===== src/core/nfc_pkg.sv =====
// Shared constants and types for the NAND host sequencer
package nfc_pkg;
  // Timing, as printed, and derived cycle counts at 25 MHz
  localparam int CLK_NS = 40;
  localparam int T_ADL_NS = 70;
  localparam int T_REA_NS = 16;
  localparam int SYNC_STAGES = 2;
  localparam logic [2:0] ADL_CYC = 3'((T_ADL_NS + CLK_NS - 1) / CLK_NS);
  localparam logic [2:0] RD_CYC =
    3'((T_REA_NS + CLK_NS - 1) / CLK_NS + SYNC_STAGES);
  // Wait before trusting the ready/busy pin after a confirm
  localparam logic [2:0] WB_CYC = 3'd4;
  localparam int SR_READY_BIT = 6;
  // Opcodes
  localparam logic [7:0] CMD_READ = 8'h00;
  localparam logic [7:0] CMD_PROG_GO = 8'h10;
  localparam logic [7:0] CMD_PLANE_NEXT = 8'h11;
  localparam logic [7:0] CMD_CACHE_GO = 8'h15;
  localparam logic [7:0] CMD_ERASE_GO = 8'hD0;
  localparam logic [7:0] CMD_ERASE_NEXT = 8'hD1;
  localparam logic [7:0] CMD_STATUS = 8'h70;
  localparam logic [7:0] CMD_PROG = 8'h80;
  localparam logic [7:0] CMD_GET_FEAT = 8'hEE;
  localparam logic [7:0] CMD_SET_FEAT = 8'hEF;
  // Feature space
  localparam logic [7:0] FEAT_ARRAY_MODE = 8'h90;
  localparam logic [7:0] MODE_NORMAL = 8'h00;
  localparam logic [7:0] MODE_OTP = 8'h01;
  localparam logic [7:0] MODE_OTP_PROT = 8'h03;
  localparam logic [7:0] MODE_RESET = 8'h00;
  localparam logic [3:0] OTP_NOP_MAX = 4'h8;
  // Register map
  localparam logic [7:0] REG_CMD = 8'h00;
  localparam logic [7:0] REG_ADDR0 = 8'h04;
  localparam logic [7:0] REG_ADDR1 = 8'h08;
  localparam logic [7:0] REG_WDATA = 8'h0C;
  localparam logic [7:0] REG_RDATA = 8'h10;
  localparam logic [7:0] REG_STAT = 8'h14;
  localparam logic [31:0] CMD_MASK = 32'h07FF_FFFF;
  localparam logic [31:0] RST_WORD = 32'h0000_0000;

  typedef struct packed {
    logic [4:0] rsv;
    logic poll;
    logic has2;
    logic has1;
    logic wait_busy;
    logic dir;
    logic [2:0] dc;
    logic [2:0] ac;
    logic [7:0] cmd2;
    logic [7:0] cmd1;
  } nfc_cmd_t;
endpackage


===== src/core/nfc_sync.sv =====
// Two-flop synchroniser for pin inputs
`timescale 1ns/10ps
`default_nettype none
module nfc_sync #(
  parameter int W = 1
) (
  // System
  input wire logic clock,
  input wire logic sys_rst,
  // Data
  input wire logic [W-1:0] d,
  output logic [W-1:0] q
);
  logic [W-1:0] s1;

  always_ff @(posedge clock or posedge sys_rst) begin
    if (sys_rst) begin
      s1 <= '0;
      q <= '0;
    end else begin
      s1 <= d;
      q <= s1;
    end
  end
endmodule
`default_nettype wire


===== src/core/nfc_regs.sv =====
// APB register file of the NAND host sequencer
`timescale 1ns/10ps
`default_nettype none
module nfc_regs
  import nfc_pkg::*;
(
  // System
  input wire logic clock,
  input wire logic sys_rst,
  // APB slave
  input wire logic psel,
  input wire logic penable,
  input wire logic pwrite,
  input wire logic [7:0] paddr,
  input wire logic [31:0] pwdata,
  output logic [31:0] prdata,
  output logic pready,
  output logic pslverr,
  // Engine side
  input wire logic busy,
  input wire logic [31:0] rdata,
  input wire logic [31:0] stat_word,
  output nfc_cmd_t cmd,
  output logic [39:0] addr,
  output logic [31:0] wdata,
  output logic launch
);
  wire setup = psel && !penable;
  wire wr = psel && penable && pready && pwrite;
  // Operands freeze while an operation runs
  wire wr_ok = wr && !busy;
  wire sel_cmd = paddr == REG_CMD;
  wire sel_a0 = paddr == REG_ADDR0;
  wire sel_a1 = paddr == REG_ADDR1;
  wire sel_wd = paddr == REG_WDATA;
  wire sel_rd = paddr == REG_RDATA;
  wire sel_st = paddr == REG_STAT;
  wire hit = sel_cmd || sel_a0 || sel_a1 || sel_wd || sel_rd || sel_st;
  wire [31:0] rd_mux = sel_cmd ? cmd :
                       sel_a0 ? addr[31:0] :
                       sel_a1 ? {24'h000000, addr[39:32]} :
                       sel_wd ? wdata :
                       sel_rd ? rdata :
                       sel_st ? stat_word : RST_WORD;

  always_ff @(posedge clock or posedge sys_rst) begin
    if (sys_rst) begin
      prdata <= RST_WORD;
      pready <= 1'b0;
      pslverr <= 1'b0;
      cmd <= nfc_cmd_t'(RST_WORD);
      addr <= 40'h00_0000_0000;
      wdata <= RST_WORD;
      launch <= 1'b0;
    end else begin
      pready <= setup;
      pslverr <= setup && !hit;
      if (setup)
        prdata <= rd_mux;
      launch <= wr_ok && sel_cmd;
      if (wr_ok && sel_cmd)
        cmd <= nfc_cmd_t'(pwdata & CMD_MASK);
      if (wr_ok && sel_a0)
        addr[31:0] <= pwdata;
      if (wr_ok && sel_a1)
        addr[39:32] <= pwdata[7:0];
      if (wr_ok && sel_wd)
        wdata <= pwdata;
    end
  end
endmodule
`default_nettype wire


===== src/core/nfc_top.sv =====
// NAND host sequencer: command engine driving the flash pins
// How it works
// - Feature write: EFh, feature address, four parameter bytes.
// - Feature read: EEh, feature address, then four bytes read back.
// - OTP entry writes 01h then three zero bytes to feature 90h.
// - Writing 00h to feature 90h returns to normal array access.
// - After polling 70h during a feature read, issue 00h first.
// - At most eight partial programs per OTP page.
// - Lock: feature 90h gets 03h, then 80h, address ending 00h, 10h.
// - Two planes: same operation, plane bit differs, page equal.
// - Block address bits of the two planes may differ.
// - Two-plane program: 80h-11h then 80h-10h, cache with 80h-15h.
// - Two-plane erase: 60h-D1h first block, 60h-D0h second.
//
// Design decision made here: register access over APB.
`timescale 1ns/10ps
`default_nettype none
module nfc_top
  import nfc_pkg::*;
(
  // System
  input wire logic clock,
  input wire logic sys_rst,
  // APB slave
  input wire logic psel,
  input wire logic penable,
  input wire logic pwrite,
  input wire logic [7:0] paddr,
  input wire logic [31:0] pwdata,
  output logic [31:0] prdata,
  output logic pready,
  output logic pslverr,
  // NAND control pins
  output logic nand_ce_n,
  output logic nand_cle,
  output logic nand_ale,
  output logic nand_we_n,
  output logic nand_re_n,
  input wire logic nand_rb_n,
  // NAND data bus
  output logic [7:0] nand_io_out,
  output logic nand_io_oe,
  input wire logic [7:0] nand_io_in
);
  typedef enum logic [3:0] {
    S_IDLE, S_CMD1, S_ADDR, S_WDAT, S_CMD2, S_WB, S_WRB,
    S_PCMD, S_PRD, S_RESUME, S_RDAT, S_DONE
  } nfc_state_t;

  nfc_state_t state;
  logic ph;
  logic [2:0] cnt;
  logic [2:0] idx;
  logic busy;
  logic [31:0] rdata;
  logic [7:0] stat_byte;
  logic [7:0] mode;
  logic armed;
  logic arm_pl;
  logic arm_erase;
  logic [5:0] arm_page;
  logic otp_locked;
  logic [3:0] err;
  logic [3:0] otp_cnt [32];
  logic launch;
  logic rb_s;
  logic [7:0] io_s;
  nfc_cmd_t c;
  logic [39:0] c_addr;
  logic [31:0] c_wdata;
  logic [31:0] stat_word;

  nfc_regs u_regs (
    .clock(clock),
    .sys_rst(sys_rst),
    .psel(psel),
    .penable(penable),
    .pwrite(pwrite),
    .paddr(paddr),
    .pwdata(pwdata),
    .prdata(prdata),
    .pready(pready),
    .pslverr(pslverr),
    .busy(busy),
    .rdata(rdata),
    .stat_word(stat_word),
    .cmd(c),
    .addr(c_addr),
    .wdata(c_wdata),
    .launch(launch)
  );

  nfc_sync #(.W(1)) u_sync_rb (
    .clock(clock),
    .sys_rst(sys_rst),
    .d(nand_rb_n),
    .q(rb_s)
  );

  nfc_sync #(.W(8)) u_sync_io (
    .clock(clock),
    .sys_rst(sys_rst),
    .d(nand_io_in),
    .q(io_s)
  );

  // Byte selection for address and write data cycles
  wire [39:0] a_sh = c_addr >> {idx, 3'b000};
  wire [31:0] w_sh = c_wdata >> {idx[1:0], 3'b000};
  wire [2:0] ac_m1 = c.ac - 3'd1;
  wire [39:0] l_sh = c_addr >> {ac_m1, 3'b000};
  // Erase sends row bytes only; otherwise two column bytes lead
  wire [7:0] row1 = (c.ac == 3'd3) ? c_addr[7:0] : c_addr[23:16];

  // Launch checks
  wire is_sf90 = c.has1 && c.cmd1 == CMD_SET_FEAT && c.ac == 3'd1 &&
                 c_addr[7:0] == FEAT_ARRAY_MODE;
  wire p1_ok = c_wdata[7:0] == MODE_NORMAL || c_wdata[7:0] == MODE_OTP ||
               c_wdata[7:0] == MODE_OTP_PROT;
  wire sf_bad = is_sf90 && (!p1_ok || c_wdata[31:8] != 24'h000000);
  wire is_prog = c.has1 && c.cmd1 == CMD_PROG && c.has2 &&
                 c.cmd2 == CMD_PROG_GO;
  wire otp_pg_ok = !row1[5] && row1[4:1] != 4'h0;
  wire otp_bad = mode == MODE_OTP && is_prog && (otp_locked ||
                 !otp_pg_ok || otp_cnt[row1[4:0]] == OTP_NOP_MAX);
  wire prot_bad = mode == MODE_OTP_PROT && is_prog &&
                  (c.ac == 3'd0 || l_sh[7:0] != 8'h00);
  wire arm_er = c.cmd2 == CMD_ERASE_NEXT;
  wire arm = c.has2 && (c.cmd2 == CMD_PLANE_NEXT || arm_er);
  wire cl_er = c.cmd2 == CMD_ERASE_GO;
  wire close = armed && c.has2 && (c.cmd2 == CMD_PROG_GO ||
               c.cmd2 == CMD_CACHE_GO || cl_er);
  wire pair_bad = (arm && armed) || (close && (cl_er != arm_erase ||
                  row1[6] == arm_pl || (!cl_er && row1[5:0] != arm_page)));
  wire refuse = sf_bad || otp_bad || prot_bad || pair_bad;
  wire go = launch && !busy && !refuse;
  // Feature writes that wait for busy confirm through status polling
  wire use_poll = c.poll || (c.has1 && c.cmd1 == CMD_SET_FEAT);
  wire want_rd = c.dir && c.dc != 3'd0;
  assign stat_word = {stat_byte, 4'h0, err, mode, 5'h00,
                      otp_locked, armed, busy};

  // Shadow of the device's mode, OTP usage and plane pairing
  always_ff @(posedge clock or posedge sys_rst) begin
    if (sys_rst) begin
      mode <= MODE_RESET;
      armed <= 1'b0;
      arm_pl <= 1'b0;
      arm_erase <= 1'b0;
      arm_page <= 6'h00;
      otp_locked <= 1'b0;
      err <= 4'h0;
      for (int i = 0; i < 32; i++)
        otp_cnt[i] <= 4'h0;
    end else if (launch && !busy) begin
      err <= {pair_bad, prot_bad, otp_bad, sf_bad};
      if (!refuse) begin
        // Reset opcode never touches the shadow, like the device
        if (is_sf90)
          mode <= c_wdata[7:0];
        if (mode == MODE_OTP && is_prog)
          otp_cnt[row1[4:0]] <= otp_cnt[row1[4:0]] + 4'h1;
        if (mode == MODE_OTP_PROT && is_prog)
          otp_locked <= 1'b1;
        if (arm) begin
          armed <= 1'b1;
          arm_pl <= row1[6];
          arm_page <= row1[5:0];
          arm_erase <= arm_er;
        end else if (close) begin
          armed <= 1'b0;
        end
      end
    end
  end

  // Pin sequencer; strobes default inactive every cycle
  always_ff @(posedge clock or posedge sys_rst) begin
    if (sys_rst) begin
      state <= S_IDLE;
      ph <= 1'b0;
      cnt <= 3'd0;
      idx <= 3'd0;
      busy <= 1'b0;
      rdata <= RST_WORD;
      stat_byte <= 8'h00;
      nand_ce_n <= 1'b1;
      nand_cle <= 1'b0;
      nand_ale <= 1'b0;
      nand_we_n <= 1'b1;
      nand_re_n <= 1'b1;
      nand_io_out <= 8'h00;
      nand_io_oe <= 1'b0;
    end else begin
      nand_cle <= 1'b0;
      nand_ale <= 1'b0;
      nand_we_n <= 1'b1;
      nand_re_n <= 1'b1;
      case (state)
        S_IDLE: if (go) begin
          busy <= 1'b1;
          nand_ce_n <= 1'b0;
          idx <= 3'd0;
          cnt <= 3'd0;
          ph <= 1'b0;
          state <= S_CMD1;
        end
        S_CMD1: if (!c.has1) begin
          state <= S_ADDR;
        end else if (!ph) begin
          nand_cle <= 1'b1;
          nand_we_n <= 1'b0;
          nand_io_out <= c.cmd1;
          nand_io_oe <= 1'b1;
          ph <= 1'b1;
        end else begin
          nand_cle <= 1'b1;
          ph <= 1'b0;
          state <= S_ADDR;
        end
        S_ADDR: if (idx == c.ac) begin
          idx <= 3'd0;
          state <= S_WDAT;
        end else if (!ph) begin
          nand_ale <= 1'b1;
          nand_we_n <= 1'b0;
          nand_io_out <= a_sh[7:0];
          nand_io_oe <= 1'b1;
          ph <= 1'b1;
        end else begin
          nand_ale <= 1'b1;
          ph <= 1'b0;
          idx <= idx + 3'd1;
        end
        S_WDAT: if (c.dir || idx == c.dc) begin
          idx <= 3'd0;
          cnt <= 3'd0;
          state <= S_CMD2;
        end else if (idx == 3'd0 && cnt < ADL_CYC) begin
          cnt <= cnt + 3'd1;
        end else if (!ph) begin
          nand_we_n <= 1'b0;
          nand_io_out <= w_sh[7:0];
          nand_io_oe <= 1'b1;
          ph <= 1'b1;
        end else begin
          ph <= 1'b0;
          idx <= idx + 3'd1;
        end
        S_CMD2: if (!c.has2) begin
          state <= S_WB;
        end else if (!ph) begin
          nand_cle <= 1'b1;
          nand_we_n <= 1'b0;
          nand_io_out <= c.cmd2;
          nand_io_oe <= 1'b1;
          ph <= 1'b1;
        end else begin
          nand_cle <= 1'b1;
          ph <= 1'b0;
          state <= S_WB;
        end
        S_WB: if (!c.wait_busy) begin
          state <= S_RDAT;
        end else if (cnt < WB_CYC) begin
          cnt <= cnt + 3'd1;
        end else begin
          cnt <= 3'd0;
          state <= use_poll ? S_PCMD : S_WRB;
        end
        // Pin busy stays low until the device finishes
        S_WRB: if (rb_s) state <= S_RDAT;
        S_PCMD: if (!ph) begin
          nand_cle <= 1'b1;
          nand_we_n <= 1'b0;
          nand_io_out <= CMD_STATUS;
          nand_io_oe <= 1'b1;
          ph <= 1'b1;
        end else begin
          nand_cle <= 1'b1;
          ph <= 1'b0;
          cnt <= 3'd0;
          state <= S_PRD;
        end
        S_PRD: begin
          nand_io_oe <= 1'b0;
          if (!ph && cnt == RD_CYC) begin
            stat_byte <= io_s;
            ph <= 1'b1;
          end else if (!ph) begin
            nand_re_n <= 1'b0;
            cnt <= cnt + 3'd1;
          end else begin
            ph <= 1'b0;
            cnt <= 3'd0;
            if (stat_byte[SR_READY_BIT])
              state <= S_RESUME;
          end
        end
        // Status mode hides data until a read opcode re-enables it
        S_RESUME: if (!want_rd) begin
          state <= S_DONE;
        end else if (!ph) begin
          nand_cle <= 1'b1;
          nand_we_n <= 1'b0;
          nand_io_out <= CMD_READ;
          nand_io_oe <= 1'b1;
          ph <= 1'b1;
        end else begin
          nand_cle <= 1'b1;
          ph <= 1'b0;
          state <= S_RDAT;
        end
        S_RDAT: begin
          nand_io_oe <= 1'b0;
          if (!c.dir || idx == c.dc) begin
            state <= S_DONE;
          end else if (!ph && cnt == RD_CYC) begin
            rdata[{idx[1:0], 3'b000} +: 8] <= io_s;
            ph <= 1'b1;
          end else if (!ph) begin
            nand_re_n <= 1'b0;
            cnt <= cnt + 3'd1;
          end else begin
            ph <= 1'b0;
            cnt <= 3'd0;
            idx <= idx + 3'd1;
          end
        end
        S_DONE: begin
          nand_ce_n <= 1'b1;
          nand_io_oe <= 1'b0;
          busy <= 1'b0;
          state <= S_IDLE;
        end
        default: state <= S_IDLE;
      endcase
    end
  end
endmodule
`default_nettype wire


===== config.mk =====
export PLATFORM = sky130hd
export DESIGN_NAME = nfc_top
export DESIGN_NICKNAME = d
export VERILOG_FILES = /design/src/core/nfc_pkg.sv /design/src/core/nfc_sync.sv /design/src/core/nfc_regs.sv /design/src/core/nfc_top.sv
export SDC_FILE = /design/constraint.sdc
export NUM_CORES = 1
export LEC_CHECK = 0
export BUFFER_PORTS_ARGS = -buffer_cell sky130_fd_sc_hd__buf_2
export CORE_MARGIN = 2
export CORE_UTILIZATION = 54
export DETAILED_ROUTE_END_ITERATION = 12
export GPL_TIMING_DRIVEN = 0
export PLACE_DENSITY = 0.72
export SETUP_SLACK_MARGIN = 0.15
export SYNTH_ARGS = -nofsm -noshare
export SYNTH_HDL_FRONTEND = slang
export SYNTH_SLANG_ARGS = --single-unit

===== constraint.sdc =====
create_clock -name clock -period 30.7 [get_ports clock]
set_input_delay 3.07 -clock clock [delete_from_list [all_inputs] [get_ports clock]]
set_output_delay 3.07 -clock clock [all_outputs]
set_load 0.005 [all_outputs]

# [Word-level counts from Yosys, hierarchy flattened]
# Index checks and enable logic that the tools add are counted.
# Widths: inputs -> output; s select.
[op_classes] bitwise_logic=3 n_addsub=5 n_mux=104 order_cmp=4 eq_ne=67 shifts=5 reduce_logical=98
[op_table] cell="$mux 32" count=6
[op_table] cell="$bwmux 128" count=1
[op_table] cell="$mux 8" count=12
[op_table] cell="$mux 4" count=20
[op_table] cell="$shr 40x6->8" count=2
[op_table] cell="$pmux 8 s6" count=1
[op_table] cell="$mux 3" count=15
[op_table] cell="$pmux 4 s11" count=1
[op_table] cell="$eq 8x5->1 const B" count=5
[op_table] cell="$eq 8x8->1 const B" count=5
[op_table] cell="$ne 2x2->1 const B" count=20
[op_table] cell="$mux 1" count=35
[op_table] cell="$logic_and 1x1->1" count=34
[op_table] cell="$bwmux 32" count=1
[op_table] cell="$shift 8x7->32 const A" count=1
[op_table] cell="$shiftx 8x7->32" count=1
[op_table] cell="$shr 32x5->8" count=1
[op_table] cell="$reduce_and 13->1" count=2
[op_table] cell="$reduce_bool 24->1" count=1
[op_table] cell="$logic_or 1x1->1" count=23
[op_table] cell="$bmux 4 s5" count=1
[op_table] cell="$demux 4 s5" count=1
[op_table] cell="$eq 4x4->1 const B" count=5
[op_table] cell="$ne 3x3->1 const B" count=6
[op_table] cell="other kinds (50)" count=86
[word_totals] out_inout_bits=48 inputBits=54 ff_bits=368 wordCells=359

# [Longest topological paths before layout]
[logic_depth] depth_word=16 mapped_depth=18 ltp_nobuf=12

# [Cells and area by module]
# A second synthesis with hierarchy kept.
[unflattened] cells_unflattened=1744 hier_area_um2=19209.7
[by_module_without_submodules] mod="nfc_top" seq_area_each_um2=5408.9 cells_each=1202 n_inst=1 area_each_um2=12145.4
[by_module_without_submodules] mod="nfc_regs" seq_area_each_um2=3353.2 cells_each=522 n_inst=1 area_each_um2=6606.3
[by_module_without_submodules] mod="nfc_sync (u_sync_io)" seq_area_each_um2=400.4 cells_each=17 n_inst=1 area_each_um2=404.1
[by_module_without_submodules] mod="nfc_sync (u_sync_rb)" seq_area_each_um2=50.0 cells_each=3 n_inst=1 area_each_um2=53.8

# [Worst setup path after synthesis]
# No wires, ideal clock.
[synth_timing] kind="input to register" startpoint="input paddr[0]" endpoint="register u_regs.cmd[0] (netlist name)" setup_time_ps=125 arrival_time_ps=5407 slack_ps=25168 stages=6 required_time_ps=30575 n_path_buf=1 path_cell_list="or4_1 -> or3_1 -> nor3_1 -> nand2_1 -> clkbuf_1 -> mux2_2"
[synth_via] elab_chain_len=2
[synth_lines] item="start: declaration" line_no="nfc_top.sv:28" source="input wire logic [7:0] paddr,"
[synth_lines] item="$logic_not 8->1" line_no="nfc_regs.sv:32" source="wire sel_cmd = paddr == REG_CMD;"
[synth_lines] item="$logic_and 1x1->1" line_no="nfc_regs.sv:61" source="if (wr_ok && sel_cmd)"
[synth_lines] item="end signal: assignment" line_no="nfc_regs.sv:51" source="cmd <= nfc_cmd_t'(RST_WORD);"
[synth_lines] item="end signal: assignment" line_no="nfc_regs.sv:62" source="cmd <= nfc_cmd_t'(pwdata & CMD_MASK);"
[synth_lines] item="end: declaration" line_no="nfc_regs.sv:23" source="output nfc_cmd_t cmd,"
# No other way between the ends.
# A chain may end at the register's enable or synchronous reset.

# [Worst setup path in the final report]
[layout_timing] startpoint="input paddr[0]" endpoint="register u_regs.cmd[17] (netlist name)"
# Same word-level chain as after synthesis.

==> metrics.md <==
| Metric | Value |
|---|---|
| Setup violators final | 0 |
| WHS | 347 ps |
| Total CTS buffers | 39 |
| Synth Register Bits | 368 |
| Yosys cell types | 85 |
| Crit path kind | input pin to register |
| Seq pwr share | 44.4% |
| WP data arrival | 6980 ps |
| Ys flop type | dfrtp_1 |
| Final ANT Viol Nets | 0 |
| Clock latency on the worst-skew pair | 550 ps |
| Status | finished, violations left |
| Vias after detailed routing | 15400 |
| Clock slew at reported path FFs | 60 ps |
| Wirelength per Cell | 27.3 um |
| Ys async rst share | 100% |
| Tightest Pin Transition | 1530 ps |
| Util after Layout | 61.8% |
| Total gr overflow | 0 |
| Die Width | 191 um |
| Synth area leaders | dfrtp_1 (48%), mux2_2 (15%), nand2_1 (3.7%), mux4_2 (2.5%), mux2i_1 (2.1%) |
| Initial DRT Pass Iterations | 6 |
| Vias in the first global route | 15000 |
| Avg Cell Area, Syn | 11.0 um2 |
| Synth Instances | 1708 |
| Maximum fanout along the worst path | 10 |
| Switching Fraction | 28.0% |
| Req. time, crit path | 31120 ps |
| Cts hold-fix bufs | 0 |
| RSZ-0062 raised after global routing | false |
| Largest delay share family, worst path | simple AND/OR/NAND/NOR gates |
| Clk network pwr share | 40.8% |
| TNS Setup | 0 ps |
| Fillers | 2850 |
| I/O pins | 102 |
| Largest net degree at the start of global routing | 130 |
| Power density over cell area | 54.9 nW/um2 |
| Failing checks | max-capacitance violations, max-slew violations |
| Max Root-Sink Buffers | 3 |
| H-tree Lvls | 2 |
| Post-CTS setup buffer count | 0 |
| Routed Wire Length | 63700 um |
| Max-slew violation count | 11 |
| Die area | 36400 um2 |
| FP Rows | 68 |
| DRC | 0 |
| CTS-repair resized insts | 0 |
| Worst path cell trace | buf_2, or4_1, or3_1, nor3_1, nand2_1, clkbuf_1, inv_1, o21ai_0 |
| Comb pwr share | 14.8% |
| Layout cells sized above 1 | 27.1% |
| CTS tree | yes |
| Initial antenna violation count | 2 |
| Min-Delay Path Class | register to register |
| Post-synth net total | 1777 |
| Cell Int Power | 0.842 mW |
| Crit path capture type | register |
| First-pass GRT wire length | 95000 um |
| Gr usage total | 35.4% |
| Final Hold Vio Count | 0 |
| HPWL after DPL | 47200 um |
| Slew margin rel. | -2.66% |
| Fmax | 0.152 GHz |
| Post-synthesis cell area | 18800 um2 |
| Post-synthesis sequential area ratio | 48.9% |
| P_leak | 9.55 nW |
| Highest cell delay on the worst timing path | 1190 ps |
| Initial core utilization | 54.7% |
| Cell taking the most area after synthesis | dfrtp_1 |
| Max_cap viols | 1 |
| Peak supply drop | 0.0000447 V |
| Buffers added on ports | 100 |
| Clock Sinks | 368 |
| Core Area | 34500 um2 |
| Clock skew | 11.5 ps |
| Startpoint types | input pin |
| CP max stage cell | nor3_1 |
| Post-route minimum period | 6560 ps |
| Root buf cell | clkbuf_16 |
| Initial drt markers | 1936 |
| Die Y | 191 um |
| DR vias/cell | 6.60 |
| YS warnings | 0 |
| Area grow syn2layout | 13.0% |
| WP buf/inv | 3 |
| Final nets | 1921 |
| Net Sw Power | 0.327 mW |
| Area fraction of the dominant cell type after synthesis | 48.5% |
| Final period utilization | 21.4% |
| Global placer's final weighted congestion | 1.02 |
| Number of synthesized flops with an enable pin | 0 |
## flip-flops by register name, indices dropped and copies added, names as in the netlist, 8 cells and up
signal / cells
u_regs.prdata: 32
rdata: 32
stat_byte: 8
u_regs.cmd: 27
otp_cnt: 128
nand_io_out: 8
mode: 8
u_regs.addr: 40
u_sync_io.s1: 8
u_sync_io.q: 8
u_regs.wdata: 32
## worst register-to-register path, cell delays in order (launching register included)
cell,delay (ps)
dfrtp_1,480
ha_1,330
and3b_1,200
buf_4,170
a21oi_4,260
buf_2,450
buf_4,330
buf_2,370
a211oi_1,200
nor4_1,490
o2111ai_1,380
clkbuf_1,340
ha_1,290
and3_1,250
a211o_2,440
buf_4,230
nor2_1,480
mux2_2,400
## metrics by stage
stage / std cells / total power [mW] / worst slack, ps / cell area, um2
final: 2336 / 1.17 / 24140 / 21300
after global routing: 2335 / 1.21 / 24130 / 21300
after global placement: 2263 / 0.693 / 13870 / 19900
after CTS: 2335 / 1.17 / 24390 / 21300
after floorplan: 1708 / 0.638 / 17420 / 18800
after detailed placement: 2266 / 0.697 / 23820 / 20000
## power groups by stage
stage          combinational, mW  sequential, mW  clock [mW]
3_5_place_dp               0.170           0.527           0
6_report                   0.173           0.519       0.476
3_3_place_gp               0.166           0.527           0
2_1_floorplan              0.113           0.525           0
4_1_cts                    0.171           0.519       0.479
5_1_grt                    0.191           0.521       0.499
## per-layer routing
layer / routed length, um / GRT usage, % / share of wire (%)
met1: 27000 / 51.8 / 42
met2: 26400 / 49.3 / 41
met3: 8510 / 12.9 / 13
met5: 9 / 0 / 0.014
met4: 1810 / 9.63 / 2.8
## final timing paths
| check | from | to | slack [ps] | cells past startpoint |
|---|---|---|---|---|
| setup / recovery | paddr[0] | u_regs.cmd[17] | 24140 | 8 |
| hold / removal | u_sync_io.s1[7] | u_sync_io.q[7] | 350 | 0 |
| setup reg to reg | u_regs.cmd[17] | mode[0] | 24500 | 17 |
| hold reg to reg | u_sync_io.s1[7] | u_sync_io.q[7] | 350 | 0 |
| max in group asynchronous | sys_rst | u_regs.wdata[30] | 27180 | 3 |
| min in group asynchronous | sys_rst | otp_cnt[49] | 2520 | 2 |
## cells in the mapped netlist (4+ instances only)
cell        n
xnor2_1     7
nor4b_1     8
nor3_2      6
clkbuf_1   87
nor2_2     16
nand2_1   187
a31oi_1    30
a41oi_1    15
buf_2      15
nor4_1     22
nand3_1    23
o31ai_1     8
a21oi_1    48
buf_1      12
nor3b_1    10
xor2_1     14
nand2b_1    7
mux2_2    250
nand4_1     9
and2_1      9
nor4bb_1    4
a211oi_1   47
dfrtp_1   365
nor4_4      5
ha_1       15
a221oi_1    8
mux2i_1    39
o21bai_1    4
and3_1      6
nor2_1     88
o311ai_0    8
nor3_1     24
o21ai_0    57
inv_1      54
buf_4       9
or4_1       5
mux4_2     21
o32ai_1     4
nor2b_1    15
a222oi_1   10
a22oi_1    48
o22ai_1    15
## placed cells by master (no fill, tap or decap), drive strengths merged, types with 10 or more instances in the layout
| master | netlist | final |
|---|---|---|
| dfrtp | 365 | 365 |
| a31oi | 30 | 30 |
| clkbuf | 87 | 145 |
| mux2i | 39 | 39 |
| nor3b | 10 | 10 |
| a41oi | 15 | 15 |
| nor2 | 104 | 104 |
| nor3 | 31 | 31 |
| a222oi | 10 | 10 |
| a21oi | 49 | 49 |
| a211oi | 49 | 49 |
| nand3 | 23 | 23 |
| ha | 15 | 15 |
| o22ai | 15 | 15 |
| a22oi | 48 | 48 |
| xor2 | 14 | 14 |
| inv | 55 | 56 |
| buf | 39 | 142 |
| mux2 | 251 | 251 |
| nand2 | 187 | 187 |
| nor4 | 30 | 30 |
| o21ai | 57 | 57 |
| nor2b | 15 | 15 |
| mux4 | 21 | 21 |
## layout make-up
type	count	area (um2)	share of cell area [%]
clock buffers	58	1150	5.40
diodes	1	2.50	0.0118
repair buffers	103	583	2.74
well taps	455	569	2.67
clock inverters	11	123	0.576
inverters	56	218	1.02
multi-input cells	1158	8880	41.7
flip-flops and latches	368	9210	43.3
plain buffers	126	548	2.57
## logic make-up (layout without fill, tap and decap cells)
family	count (synthesis)	in the layout	share of synthesized area [%]
buf+inv	182	354	4.02
other cells	0	1	0
mux	311	311	19.6
simple gates	469	469	12.8
fa+ha+maj	15	15	0.996
xor+xnor	21	21	0.976
flops	368	368	48.9
compound gates	342	342	12.7
No activity file was read; power rests on OpenSTA's default activity.
